--- config.mk ---
export PLATFORM = sky130hd
export DESIGN_NAME = esu_core
export DESIGN_NICKNAME = d
export VERILOG_FILES = /design/src/shared/esu_pkg.sv /design/src/rtl/esu_fifo.sv /design/src/rtl/esu_core.sv
export VERILOG_INCLUDE_DIRS = /design/src /design/src/shared
export SDC_FILE = /design/constraint.sdc
export NUM_CORES = 1
export LEC_CHECK = 0
export ABC_AREA = 1
export BUFFER_PORTS_ARGS = -buffer_cell sky130_fd_sc_hd__buf_4
export CAP_MARGIN = 10
export CORE_UTILIZATION = 33
export CTS_BUF_LIST = sky130_fd_sc_hd__clkbuf_8
export DETAILED_ROUTE_END_ITERATION = 6
export GPL_ROUTABILITY_DRIVEN = 0
export PLACE_DENSITY = 0.51
export SYNTH_ARGS = -nofsm -noshare
export SYNTH_HDL_FRONTEND = slang
export SYNTH_SLANG_ARGS = --single-unit
--- constraint.sdc ---
create_clock -name clk -period 4.2 [get_ports clk]
set_clock_uncertainty 0.1 [all_clocks]
set_input_delay 0 -clock clk [delete_from_list [all_inputs] [get_ports clk]]
set_output_delay 0 -clock clk [all_outputs]
set_load 0.01 [all_outputs]
--- src/shared/esu_defs.svh ---
// register offsets, bit positions, reset values and timing counts of the serial interrupt/data block
`ifndef ESU_DEFS_SVH
`define ESU_DEFS_SVH
`define ESU_ADDR_DATA      8'hA6
`define ESU_ADDR_IRQ       8'hA7
`define ESU_RST_IRQ        8'h00
`define ESU_RST_DATA       8'h00
`define ESU_BIT_MASTER     7
`define ESU_BIT_TXSPACE    6
`define ESU_BIT_RXAVAIL    5
`define ESU_BIT_RXOVF      4
`define ESU_BIT_RXUDF      3
`define ESU_BIT_TXOVF      2
`define ESU_BIT_FRAME_ERROR_FLAG       1
`define ESU_BIT_TXDONE     0
`define ESU_IDLE_MULT      16
`define ESU_SYNC_BYTE      8'h55
`endif

--- src/shared/esu_pkg.sv ---
// types shared by the serial interrupt/data block
package esu_pkg;
	typedef enum logic [2:0] {
		ESU_HDR_IDLE  = 3'b000,
		ESU_HDR_BREAK = 3'b001,
		ESU_HDR_SYNC  = 3'b010,
		ESU_HDR_ID    = 3'b011,
		ESU_HDR_DATA  = 3'b100
	} esu_hdr_t;
endpackage

--- src/rtl/esu_fifo.sv ---
// small synchronous fifo with valid/ready on both sides and registered read data
`timescale 1ns/1ps
module esu_fifo #(
	parameter int WIDTH = 8,
	parameter int DEPTH = 4,
	parameter int LW    = $clog2(DEPTH + 1)
) (
	// clock and reset
	input  wire logic             clk,
	input  wire logic             rst,
	input  wire logic             flush,
	// fill side
	input  wire logic             in_valid,
	output logic                  in_ready,
	input  wire logic [WIDTH-1:0] in_data,
	// drain side
	output logic                  out_valid,
	input  wire logic             out_ready,
	output logic      [WIDTH-1:0] out_data,
	// occupancy
	output logic      [LW-1:0]    level
);
	localparam int AW = (DEPTH > 1) ? $clog2(DEPTH) : 1;
	logic [WIDTH-1:0] mem_q [DEPTH];
	logic [AW-1:0]    wp_q;
	logic [AW-1:0]    rp_q;
	logic [LW-1:0]    cnt_q;
	logic             push;
	logic             pop;
	logic [AW-1:0]    rp_n;

	assign in_ready  = (cnt_q != LW'(DEPTH));
	assign out_valid = (cnt_q != '0);
	assign push      = in_valid && in_ready;
	assign pop       = out_valid && out_ready;
	assign level     = cnt_q;
	assign rp_n      = (rp_q == AW'(DEPTH - 1)) ? '0 : rp_q + 1'b1;

	// storage, written only when there is room
	always_ff @(posedge clk) begin
		if (push) begin
			mem_q[wp_q] <= in_data;
		end
	end

	// pointers and count; flush empties the queue
	always_ff @(posedge clk) begin
		if (rst || flush) begin
			wp_q  <= '0;
			rp_q  <= '0;
			cnt_q <= '0;
		end else begin
			if (push) begin
				wp_q <= (wp_q == AW'(DEPTH - 1)) ? '0 : wp_q + 1'b1;
			end
			if (pop) begin
				rp_q <= rp_n;
			end
			cnt_q <= cnt_q + LW'(push) - LW'(pop);
		end
	end

	// head word kept in a register; look ahead on pop so it is fresh next cycle
	always_ff @(posedge clk) begin
		if (rst || flush) begin
			out_data <= '0;
		end else if (push && (cnt_q == '0 || (pop && cnt_q == LW'(1)))) begin
			out_data <= in_data;
		end else if (pop) begin
			out_data <= mem_q[rp_n];
		end else if (cnt_q != '0) begin
			out_data <= mem_q[rp_q];
		end
	end
endmodule

--- src/rtl/esu_core.sv ---
// interrupt status/enable, shared data port and lin master header sequencing of the serial unit
// Function
// - raise transmit-space flag while transmit queue level is below its threshold.
// - transmit-space flag clears itself once the queue is no longer below threshold.
// - writing one to a bit of the interrupt register enables that source.
// - receive-available also sets when level below threshold and idle exceeds threshold*16 bauds.
// - transmit-done stays set until zero written; that write disables its interrupt.
// - reading the data port returns and removes the oldest received byte.
// - writing the data port appends the byte to the transmit queue.
// - lin mode leaves every ordinary serial register and function working.
// - lin supports master and slave roles and baud sync to sync field; this block only tracks the master header, with no slave role or baud sync.
// - a lin message goes break, sync, identifier, data, checksum; the tracker has no checksum state and counts checksum bytes as data.
// - each lin frame lasts a fixed time matching its bit count; no frame timer here, the header ends when transmit goes idle.
// - queue reset by disabling the port clears overflow and underflow flags.
`timescale 1ns/1ps
`include "esu_defs.svh"
module esu_core
	import esu_pkg::*;
#(
	parameter int DEPTH = 4,
	parameter int LW    = 4
) (
	// clock and reset
	input  wire logic          clk,
	input  wire logic          rst,
	// special-function bus
	input  wire logic [7:0]    sfr_addr,
	input  wire logic          sfr_wr,
	input  wire logic          sfr_rd,
	input  wire logic [7:0]    sfr_wdata,
	output logic      [7:0]    sfr_rdata,
	// configuration from the neighbouring line-format and fifo registers
	input  wire logic          port_disable,
	input  wire logic [LW-1:0] rx_threshold,
	input  wire logic [LW-1:0] tx_threshold,
	input  wire logic          lin_enable,
	input  wire logic          lin_master,
	input  wire logic          break_request,
	// serial engine side: transmit drain
	output logic               tx_valid,
	input  wire logic          tx_ready,
	output logic      [7:0]    tx_data,
	input  wire logic          tx_shift_idle,
	// serial engine side: receive fill
	input  wire logic          rx_valid,
	output logic               rx_ready,
	input  wire logic [7:0]    rx_data,
	input  wire logic          rx_frame_err,
	input  wire logic          baud_tick,
	input  wire logic          rx_pin,
	input  wire logic          break_done,
	// status out
	output logic      [LW-1:0] rx_level,
	output logic      [LW-1:0] tx_level,
	output logic               uart_irq,
	output logic      [2:0]    hdr_state
);
	// ********************************************************************
	// declarations
	// ********************************************************************
	logic [7:0] en_q;
	logic       rx_overflow_flag_q;
	logic       rx_underflow_flag_q;
	logic       tx_overflow_flag_q;
	logic       frame_error_flag_q;
	logic       tx_done_flag_q;
	logic       rx_avail_flag_q;
	logic       idle_avail_q;
	logic [15:0] idle_cnt_q;
	logic       rx_s1_q;
	logic       rx_s2_q;
	logic       rx_s3_q;
	logic       tx_busy_q;
	logic       tx_space_flag;
	logic       wr_irq;
	logic       wr_data;
	logic       rd_data;
	logic       rxq_valid;
	logic [7:0] rxq_data;
	logic       txq_ready;
	logic [LW-1:0] rx_lvl;
	logic [LW-1:0] tx_lvl;
	logic [7:0] status;
	logic       rd_lvl_ok;
	esu_hdr_t   hdr_q;

	// single place that decodes a bus strobe against an address
	function automatic logic hit(input logic strobe, input logic [7:0] a, input logic [7:0] want);
		hit = strobe && (a == want);
	endfunction

	assign wr_irq  = hit(sfr_wr, sfr_addr, `ESU_ADDR_IRQ);
	assign wr_data = hit(sfr_wr, sfr_addr, `ESU_ADDR_DATA);
	assign rd_data = hit(sfr_rd, sfr_addr, `ESU_ADDR_DATA);

	// ********************************************************************
	// queues
	// ********************************************************************
	// transmit queue: bus writes fill it, the shifter drains it
	esu_fifo #(.WIDTH(8), .DEPTH(DEPTH), .LW(LW)) u_txq (
		.clk       (clk),
		.rst       (rst),
		.flush     (port_disable),
		.in_valid  (wr_data),
		.in_ready  (txq_ready),
		.in_data   (sfr_wdata),
		.out_valid (tx_valid),
		.out_ready (tx_ready),
		.out_data  (tx_data),
		.level     (tx_lvl)
	);

	// receive queue: shifter fills it, a data-port read pops it; full stalls the shifter
	esu_fifo #(.WIDTH(8), .DEPTH(DEPTH), .LW(LW)) u_rxq (
		.clk       (clk),
		.rst       (rst),
		.flush     (port_disable),
		.in_valid  (rx_valid),
		.in_ready  (rx_ready),
		.in_data   (rx_data),
		.out_valid (rxq_valid),
		.out_ready (rd_data),
		.out_data  (rxq_data),
		.level     (rx_lvl)
	);

	assign rx_level = rx_lvl;
	assign tx_level = tx_lvl;

	// ********************************************************************
	// event flags
	// ********************************************************************
	// level flag, no storage: follows the queue directly
	assign tx_space_flag = (tx_lvl < tx_threshold);
	assign rd_lvl_ok     = (rx_lvl >= rx_threshold) && (rx_threshold != '0);

	// enables: one written, zero written clears; bit 7 is the master gate
	always_ff @(posedge clk) begin
		if (rst) begin
			en_q <= `ESU_RST_IRQ;
		end else if (wr_irq) begin
			en_q <= sfr_wdata;
		end
	end

	// error flags: set beats a clearing write; queue reset clears overflow and underflow
	always_ff @(posedge clk) begin
		if (rst) begin
			rx_overflow_flag_q  <= 1'b0;
			rx_underflow_flag_q <= 1'b0;
			tx_overflow_flag_q  <= 1'b0;
			frame_error_flag_q  <= 1'b0;
		end else begin
			if (rx_valid && !rx_ready) begin
				rx_overflow_flag_q <= 1'b1;
			end else if (port_disable) begin
				rx_overflow_flag_q <= 1'b0;
			end else if (wr_irq && !sfr_wdata[`ESU_BIT_RXOVF]) begin
				rx_overflow_flag_q <= 1'b0;
			end
			if (rd_data && !rxq_valid) begin
				rx_underflow_flag_q <= 1'b1;
			end else if (port_disable) begin
				rx_underflow_flag_q <= 1'b0;
			end else if (wr_irq && !sfr_wdata[`ESU_BIT_RXUDF]) begin
				rx_underflow_flag_q <= 1'b0;
			end
			if (wr_data && !txq_ready) begin
				tx_overflow_flag_q <= 1'b1;
			end else if (port_disable) begin
				tx_overflow_flag_q <= 1'b0;
			end else if (wr_irq && !sfr_wdata[`ESU_BIT_TXOVF]) begin
				tx_overflow_flag_q <= 1'b0;
			end
			if (rx_valid && rx_frame_err) begin
				frame_error_flag_q <= 1'b1;
			end else if (wr_irq && !sfr_wdata[`ESU_BIT_FRAME_ERROR_FLAG]) begin
				frame_error_flag_q <= 1'b0;
			end
		end
	end

	// transmit done: last bit shifted out with the queue empty, edge of the busy span
	always_ff @(posedge clk) begin
		if (rst) begin
			tx_busy_q      <= 1'b0;
			tx_done_flag_q <= 1'b0;
		end else begin
			tx_busy_q <= tx_valid || !tx_shift_idle;
			if (tx_busy_q && !tx_valid && tx_shift_idle) begin
				tx_done_flag_q <= 1'b1;
			end else if (wr_irq && !sfr_wdata[`ESU_BIT_TXDONE]) begin
				tx_done_flag_q <= 1'b0;
			end
		end
	end

	// rx pin synchroniser; only the second and third stages are looked at
	always_ff @(posedge clk) begin
		if (rst) begin
			rx_s1_q <= 1'b1;
			rx_s2_q <= 1'b1;
			rx_s3_q <= 1'b1;
		end else begin
			rx_s1_q <= rx_pin;
			rx_s2_q <= rx_s1_q;
			rx_s3_q <= rx_s2_q;
		end
	end

	// idle timer in baud periods; any line edge or a pop restarts it
	always_ff @(posedge clk) begin
		if (rst || port_disable || (rx_s2_q != rx_s3_q) || rd_data || rx_valid) begin
			idle_cnt_q   <= '0;
			idle_avail_q <= 1'b0;
		end else if (baud_tick && rxq_valid && (rx_lvl < rx_threshold)) begin
			if (idle_cnt_q > 16'(rx_threshold) * 16'(`ESU_IDLE_MULT)) begin
				idle_avail_q <= 1'b1;
			end else begin
				idle_cnt_q <= idle_cnt_q + 16'h0001;
			end
		end
	end

	// receive available: threshold reached or idle leftover; clears on zero write once drained
	always_ff @(posedge clk) begin
		if (rst) begin
			rx_avail_flag_q <= 1'b0;
		end else if (rd_lvl_ok || idle_avail_q) begin
			rx_avail_flag_q <= 1'b1;
		end else if (wr_irq && !sfr_wdata[`ESU_BIT_RXAVAIL]) begin
			rx_avail_flag_q <= 1'b0;
		end
	end

	// ********************************************************************
	// read path and interrupt
	// ********************************************************************
	assign status = {en_q[`ESU_BIT_MASTER], tx_space_flag, rx_avail_flag_q, rx_overflow_flag_q,
			rx_underflow_flag_q, tx_overflow_flag_q, frame_error_flag_q, tx_done_flag_q};

	// read data registered; the data port shows the head byte as it is popped
	always_ff @(posedge clk) begin
		if (rst) begin
			sfr_rdata <= `ESU_RST_DATA;
		end else if (hit(sfr_rd, sfr_addr, `ESU_ADDR_IRQ)) begin
			sfr_rdata <= status;
		end else if (rd_data) begin
			sfr_rdata <= rxq_valid ? rxq_data : 8'h00;
		end else if (sfr_rd) begin
			sfr_rdata <= 8'h00;
		end
	end

	// lin mode only adds sequencing; the plain uart path above is untouched by it
	assign uart_irq = en_q[`ESU_BIT_MASTER] && |(status[6:0] & en_q[6:0]);

	// ********************************************************************
	// lin master header tracker
	// ********************************************************************
	// follows break, sync, identifier, then data; checksum bytes are data to this view
	always_ff @(posedge clk) begin
		if (rst || !lin_enable) begin
			hdr_q <= ESU_HDR_IDLE;
		end else begin
			unique case (hdr_q)
				ESU_HDR_IDLE: begin
					if (lin_master && break_request) begin
						hdr_q <= ESU_HDR_BREAK;
					end
				end
				ESU_HDR_BREAK: begin
					if (break_done) begin
						hdr_q <= ESU_HDR_SYNC;
					end
				end
				ESU_HDR_SYNC: begin
					if (tx_valid && tx_ready) begin
						hdr_q <= ESU_HDR_ID;
					end
				end
				ESU_HDR_ID: begin
					if (tx_valid && tx_ready) begin
						hdr_q <= ESU_HDR_DATA;
					end
				end
				ESU_HDR_DATA: begin
					if (!tx_valid && tx_shift_idle) begin
						hdr_q <= ESU_HDR_IDLE;
					end
				end
			endcase
		end
	end

	assign hdr_state = hdr_q;
endmodule

Yosys cells after proc, flatten, opt, wreduce, memory -nomap -nowiden
Memories as Yosys holds them, arrays and structs flattened. A register that Yosys moved wholly into a read port is not among the register bits.
Index checks and enable logic that the tools add are counted.
Operators by class
  magnitude comparators: 4
  mux-type cells: 43
  bitwise logic cells: 2
  add/sub/neg operators: 9
  equal/unequal tests: 20
  reduce and logical (&&, ||, !) cells: 70
Operators by type and width (number)
  $mux W8: 10
  $logic_and A1 B1 Y1: 30
  $mux W1: 19
  $reduce_bool A3 Y1: 6
  $add A16 B1 Y16 const B: 1
  $eq A8 B8 Y1 const B: 2
  $gt A16 B8 Y1: 1
  $mux W2: 8
  $mux W3: 5
  $pmux W3 S5: 1
  $logic_not A1 Y1: 12
  $reduce_bool A4 Y1: 3
  $logic_or A1 B1 Y1: 9
  $add A2 B1 Y2 const B: 4
  $add A4 B1 Y4: 2
  $eq A2 B2 Y1 const B: 4
  $eq A4 B1 Y1 const B: 2
  $logic_not A4 Y1: 2
  $lt A4 B4 Y1: 2
  $ne A4 B3 Y1 const B: 2
  $sub A4 B1 Y4: 2
  $and A7 B7 Y7: 1
  $reduce_or A7 Y1: 1
  $eq A3 B2 Y1 const B: 2
  11 further kinds: 17
Storage, ports and cells
  bits in writable memories: 64
  logic and storage cells: 173
  output and inout port bits: 30
  memories kept: 2
  bits in registers: 78
Memory list
  u_rxq.mem_q: depth 4, width 8, rd ports 2, clocked after memory_dff 1, write ports 1, line esu_fifo.sv:24  | logic [WIDTH-1:0] mem_q [DEPTH];
  u_txq.mem_q: depth 4, width 8, rd ports 2, clocked after memory_dff 1, write ports 1, line esu_fifo.sv:24

Depth between registers and ports, before layout
  word-level depth: 7
  mapped depth: 14

Modules after synthesis
A second synthesis with hierarchy kept.
Unflattened totals
  cell total of the unflattened synthesis: 954
  area total of the unflattened synthesis: 7669.9 µm²
By module, submodules not included
  esu_fifo at u_rxq: area each 2571.2 µm², cells each 289, sequential area each 1321.3 µm², instances 1
  esu_fifo at u_txq: area each 2568.7 µm², cells each 289, sequential area each 1321.3 µm², instances 1
  esu_core: area each 2529.9 µm², cells each 376, sequential area each 920.9 µm², instances 1

Least setup slack after synthesis
Ideal clock, no wire load.
  kind: register to register
  from: register u_txq.cnt_q[2] (netlist: u_txq.level[2])
  to: register u_txq.cnt_q[2] (netlist: u_txq.level[2])
  cell stages (with the launch flop): 14
  library setup time: 119 ps
  arrival time: 2148 ps
  period minus slack after synthesis: 2368 ps
  buffers on the path: 1
  setup slack: 1832 ps
  path through: dfxtp_1 -> inv_1 -> ha_1 -> nand3_2 -> nand2_4 -> inv_2 -> buf_6 -> ha_1 -> inv_1 -> ha_1 -> inv_1 -> fa_1 -> o21ai_0 -> a21oi_1
On the way
  elaborated cells between the ends (all ways): 6
RTL lines
  start, declared: line esu_fifo.sv:27  | logic [LW-1:0] cnt_q;
  start signal, assigned: line esu_fifo.sv:59  | cnt_q <= cnt_q + LW'(push) - LW'(pop);
  $reduce_bool A4 Y1: line esu_fifo.sv:33  | assign out_valid = (cnt_q != '0);
  net tx_valid: line esu_core.sv:40  | output logic tx_valid,
  $logic_and A1 B1 Y1: line esu_fifo.sv:35  | assign pop = out_valid && out_ready;
  net u_txq.pop: line esu_fifo.sv:29  | logic pop;
  $sub A4 B1 Y4: line esu_fifo.sv:59
The timed path passes the listed nets, and every way through them passes these cells.
A chain may end at the register's enable or synchronous reset.

Worst setup path after layout
  from: register u_rxq.cnt_q[2] (netlist: u_rxq.level[2])
  to: register u_rxq.cnt_q[2] (netlist: u_rxq.level[2])
On the way
  word-level cells in the longest chain between the ends: 4
  elaborated cells between the ends (all ways): 6
RTL lines
  start, declared: line esu_fifo.sv:27
  start signal, assigned: line esu_fifo.sv:59
  $ne A4 B3 Y1: line esu_fifo.sv:32  | assign in_ready = (cnt_q != LW'(DEPTH));
  $logic_and A1 B1 Y1: line esu_fifo.sv:34  | assign push = in_valid && in_ready;
  $add A4 B1 Y4: line esu_fifo.sv:59
  $sub A4 B1 Y4 *: line esu_fifo.sv:59
Every way passes the cells marked *; elsewhere a longest branch is shown, timed or not.

==> flow_summary.ini <==
[worst_setup_path]
start_kind = register
arrival_ns = 2.76
cp.required_ns = 4.43
path_max_fanout = 9
crit_path_end_kind = register
critPathKind = register to register

[power_and_ir_drop]
power.density_nw_per_um2 = 375.0
peakVddDrop_v = 0.0001789
p_leak_nw = 3.893

[routing]
drt_iter0_markers = 290
met1_length_um = 9145
dr_total_vias = 6273
routedWlPerCell_um = 14.26
ant_nets = 0
viasPerCell = 4.767
highest_layer = met4
wirelength_um = 18770
drcViolationCount = 1
drtPass1Iterations = 7
dr_wl_met2_um = 8653
wl_met3_um = 792

[timing]
rsz0062_at_grt = false
hold_violations = 0
finalCritPeriodShare_pct = 60.21
timing.final.ws_setup_ns = 1.671
slew_headroom_pct = 18.94
maxSlewViolCount = 0
tightest_slew_ns = 1.215
timing.final.crit_period_ns = 2.529
fmax_ghz = 0.3955
finalSetupViolations = 0
finalSetupTns_ns = 0

[logic_synthesis]
synthCells = 917
ys_ff_latch = 146
synth_nets = 1000
synthArstFlopShare_pct = 0
synth_edf_count = 64
synth.cell_area_um2 = 7476
synth_ff_type = dfxtp_1
syn_avg_cell_area_um2 = 8.153
post_synth_num_cell_types = 39
yosys_warnings = 0
ys_seq_area_share_pct = 47.67

[clock_network]
cts_tree = yes
clkLatencyLatePin_ns = 0.46
clkTransAtPathRegs_ns = 0.08
post_cts_buffers = 0
cts_root_buf = clkbuf_8
cts.path.max_buffers = 2
numCtsBuffers = 17
htree_levels = 4
cts.sinks = 146

[floorplan]
start_util_pct = 33.94
die_h_um = 152.5
fp.dieW_um = 152.5
core_area_um2 = 22030
num_rows = 54
ios = 77
dieArea_um2 = 23260

[layout]
final_layout_size_suffix_gt1_share_pct = 14.67
final_core_util_pct = 41.25
multi_input_area_um2 = 3233
nFillCells = 2252
syn2layout_area_growth_pct = 21.52
diodes = 0
nets = 1106
seq_area_um2 = 3563

[placed_design]
portBuffers = 76
post-place-ws_ns = 1.650
place_hpwl_um = 13330

[grt]
overflow = 0
antenna_found_initial = 0
grt_pass1_vias = 5873
track_usage_pct = 16.88
grt_max_degree = 34
grt_pass1_wl_um = 30790

[min_path]
hp-class = input pin to register

[run]
cap_viol_max_count = 0

[run_status]
violations = design-rule violations
status = finished with violations
## final cells by class
class / count / share of cell area [%]
clock inverters: 14 / 2.314
repair buffers: 117 / 10.74
well taps: 280 / 3.856
multi-input cells: 607 / 35.59
inverters: 134 / 5.550
flip-flops and latches: 146 / 39.22
clock buffers: 18 / 2.727
## path summary, 6_finish.rpt
check	from	to	slack, ns	depth (start not counted)
max	u_rxq.level[2]$_SDFF_PP0_	u_rxq.level[2]$_SDFF_PP0_	1.67	12
min	sfr_addr[0]	en_q[2]$_SDFFE_PP0P_	0.05	6
max reg2reg	u_rxq.level[2]$_SDFF_PP0_	u_rxq.level[2]$_SDFF_PP0_	1.67	12
min reg2reg	rx_s1_q$_SDFF_PP1_	rx_s2_q$_SDFF_PP1_	0.32	1
## per-layer routing
| layer | vias to the layer above | GRT usage [%] |
|---|---|---|
| met5 | - | 0 |
| met4 | 0 | 4.618 |
| met3 | 17 | 3.612 |
| met2 | 119 | 26.68 |
| met1 | 2919 | 23.29 |
| li1 | 3218 | - |
## sequential cells by signal (all words and copies together), names as in the netlist, 2 cells and up, named ones only
name and count:
u_rxq.mem_q 32, u_txq.mem_q 32, idle_cnt_q 16, en_q 8
sfr_rdata 8, u_rxq.out_data 8, u_txq.out_data 8, u_rxq.level 4
u_txq.level 4, hdr_state 3, u_rxq.rp_q 2, u_rxq.wp_q 2
u_txq.rp_q 2, u_txq.wp_q 2
## synth_stat cells, types with 4 or more instances
| cell type | number | area (um^2) |
|---|---|---|
| a21oi_1 | 82 | 410.4 |
| o211ai_1 | 16 | 120.1 |
| nor2_2 | 4 | 25.02 |
| nand2_1 | 191 | 716.9 |
| edfxtp_1 | 64 | 1922 |
| a31oi_1 | 5 | 31.28 |
| inv_1 | 128 | 480.5 |
| buf_6 | 4 | 45.04 |
| xor2_1 | 7 | 61.31 |
| or2_2 | 10 | 62.56 |
| dfxtp_1 | 82 | 1642 |
| clkbuf_1 | 10 | 37.54 |
| buf_2 | 14 | 70.07 |
| ha_1 | 34 | 425.4 |
| nand3_1 | 71 | 355.3 |
| nand4_1 | 10 | 62.56 |
| nand2_4 | 4 | 45.04 |
| o21ai_0 | 61 | 305.3 |
| nor2_4 | 7 | 78.83 |
| inv_2 | 5 | 18.77 |
| nand2_2 | 8 | 50.05 |
| nor2_1 | 71 | 266.5 |
## cells by family (layout without fill, tap and decap cells)
family          Yosys count  after routing  share of synthesized area [%]
flops                   146            146                          47.67
buf+inv                 164            283                          9.088
fa+ha+maj                36             36                          6.226
xor+xnor                  8              8                         0.9373
compound gates          176            176                          12.70
simple gates            387            387                          23.38
## stage by stage
stage               instances  hold slack [ns]  cell area (um^2)  power, mW
floorplan                 917         -0.03059              7476      1.954
global placement         1245          0.08903              8237      2.139
detailed placement       1245          0.08962              8237      2.139
CTS                      1316          0.01328              9085      3.445
global route             1316          0.05385              9085      3.581
finish                   1316          0.04570              9085      3.407
## repair_timing
action	CTS	global route
hold buffers	39	0
resized for setup	0	0
endpoints found under the hold margin	125	0
## worst max-delay path, stage by stage (launching register included)
cell	delay, ns
dfxtp_1	0.39
inv_1	0.08
ha_1	0.22
nand2_2	0.14
nand4_2	0.28
nor2_1	0.28
inv_1	0.10
nand2_1	0.07
ha_1	0.14
inv_1	0.06
fa_1	0.37
xor2_1	0.14
nor2_1	0.05
## cells in the final DEF (no fill, tap or decap), types with 34 or more instances in the layout
cell | netlist | routed
a21oi_1 | 82 | 82
buf_4 | 1 | 78
dfxtp_1 | 82 | 82
dlygate4sd3_1 | 0 | 39
edfxtp_1 | 64 | 64
ha_1 | 34 | 34
inv_1 | 128 | 128
nand2_1 | 191 | 191
nand3_1 | 71 | 71
nor2_1 | 71 | 71
o21ai_0 | 61 | 61
## where the power goes
group	switching (mW)	internal, mW
registers	0.0346	1.53
clock network	0.559	0.721
logic	0.347	0.219
total	0.940	2.47
(Power assumes the default switching activity.)
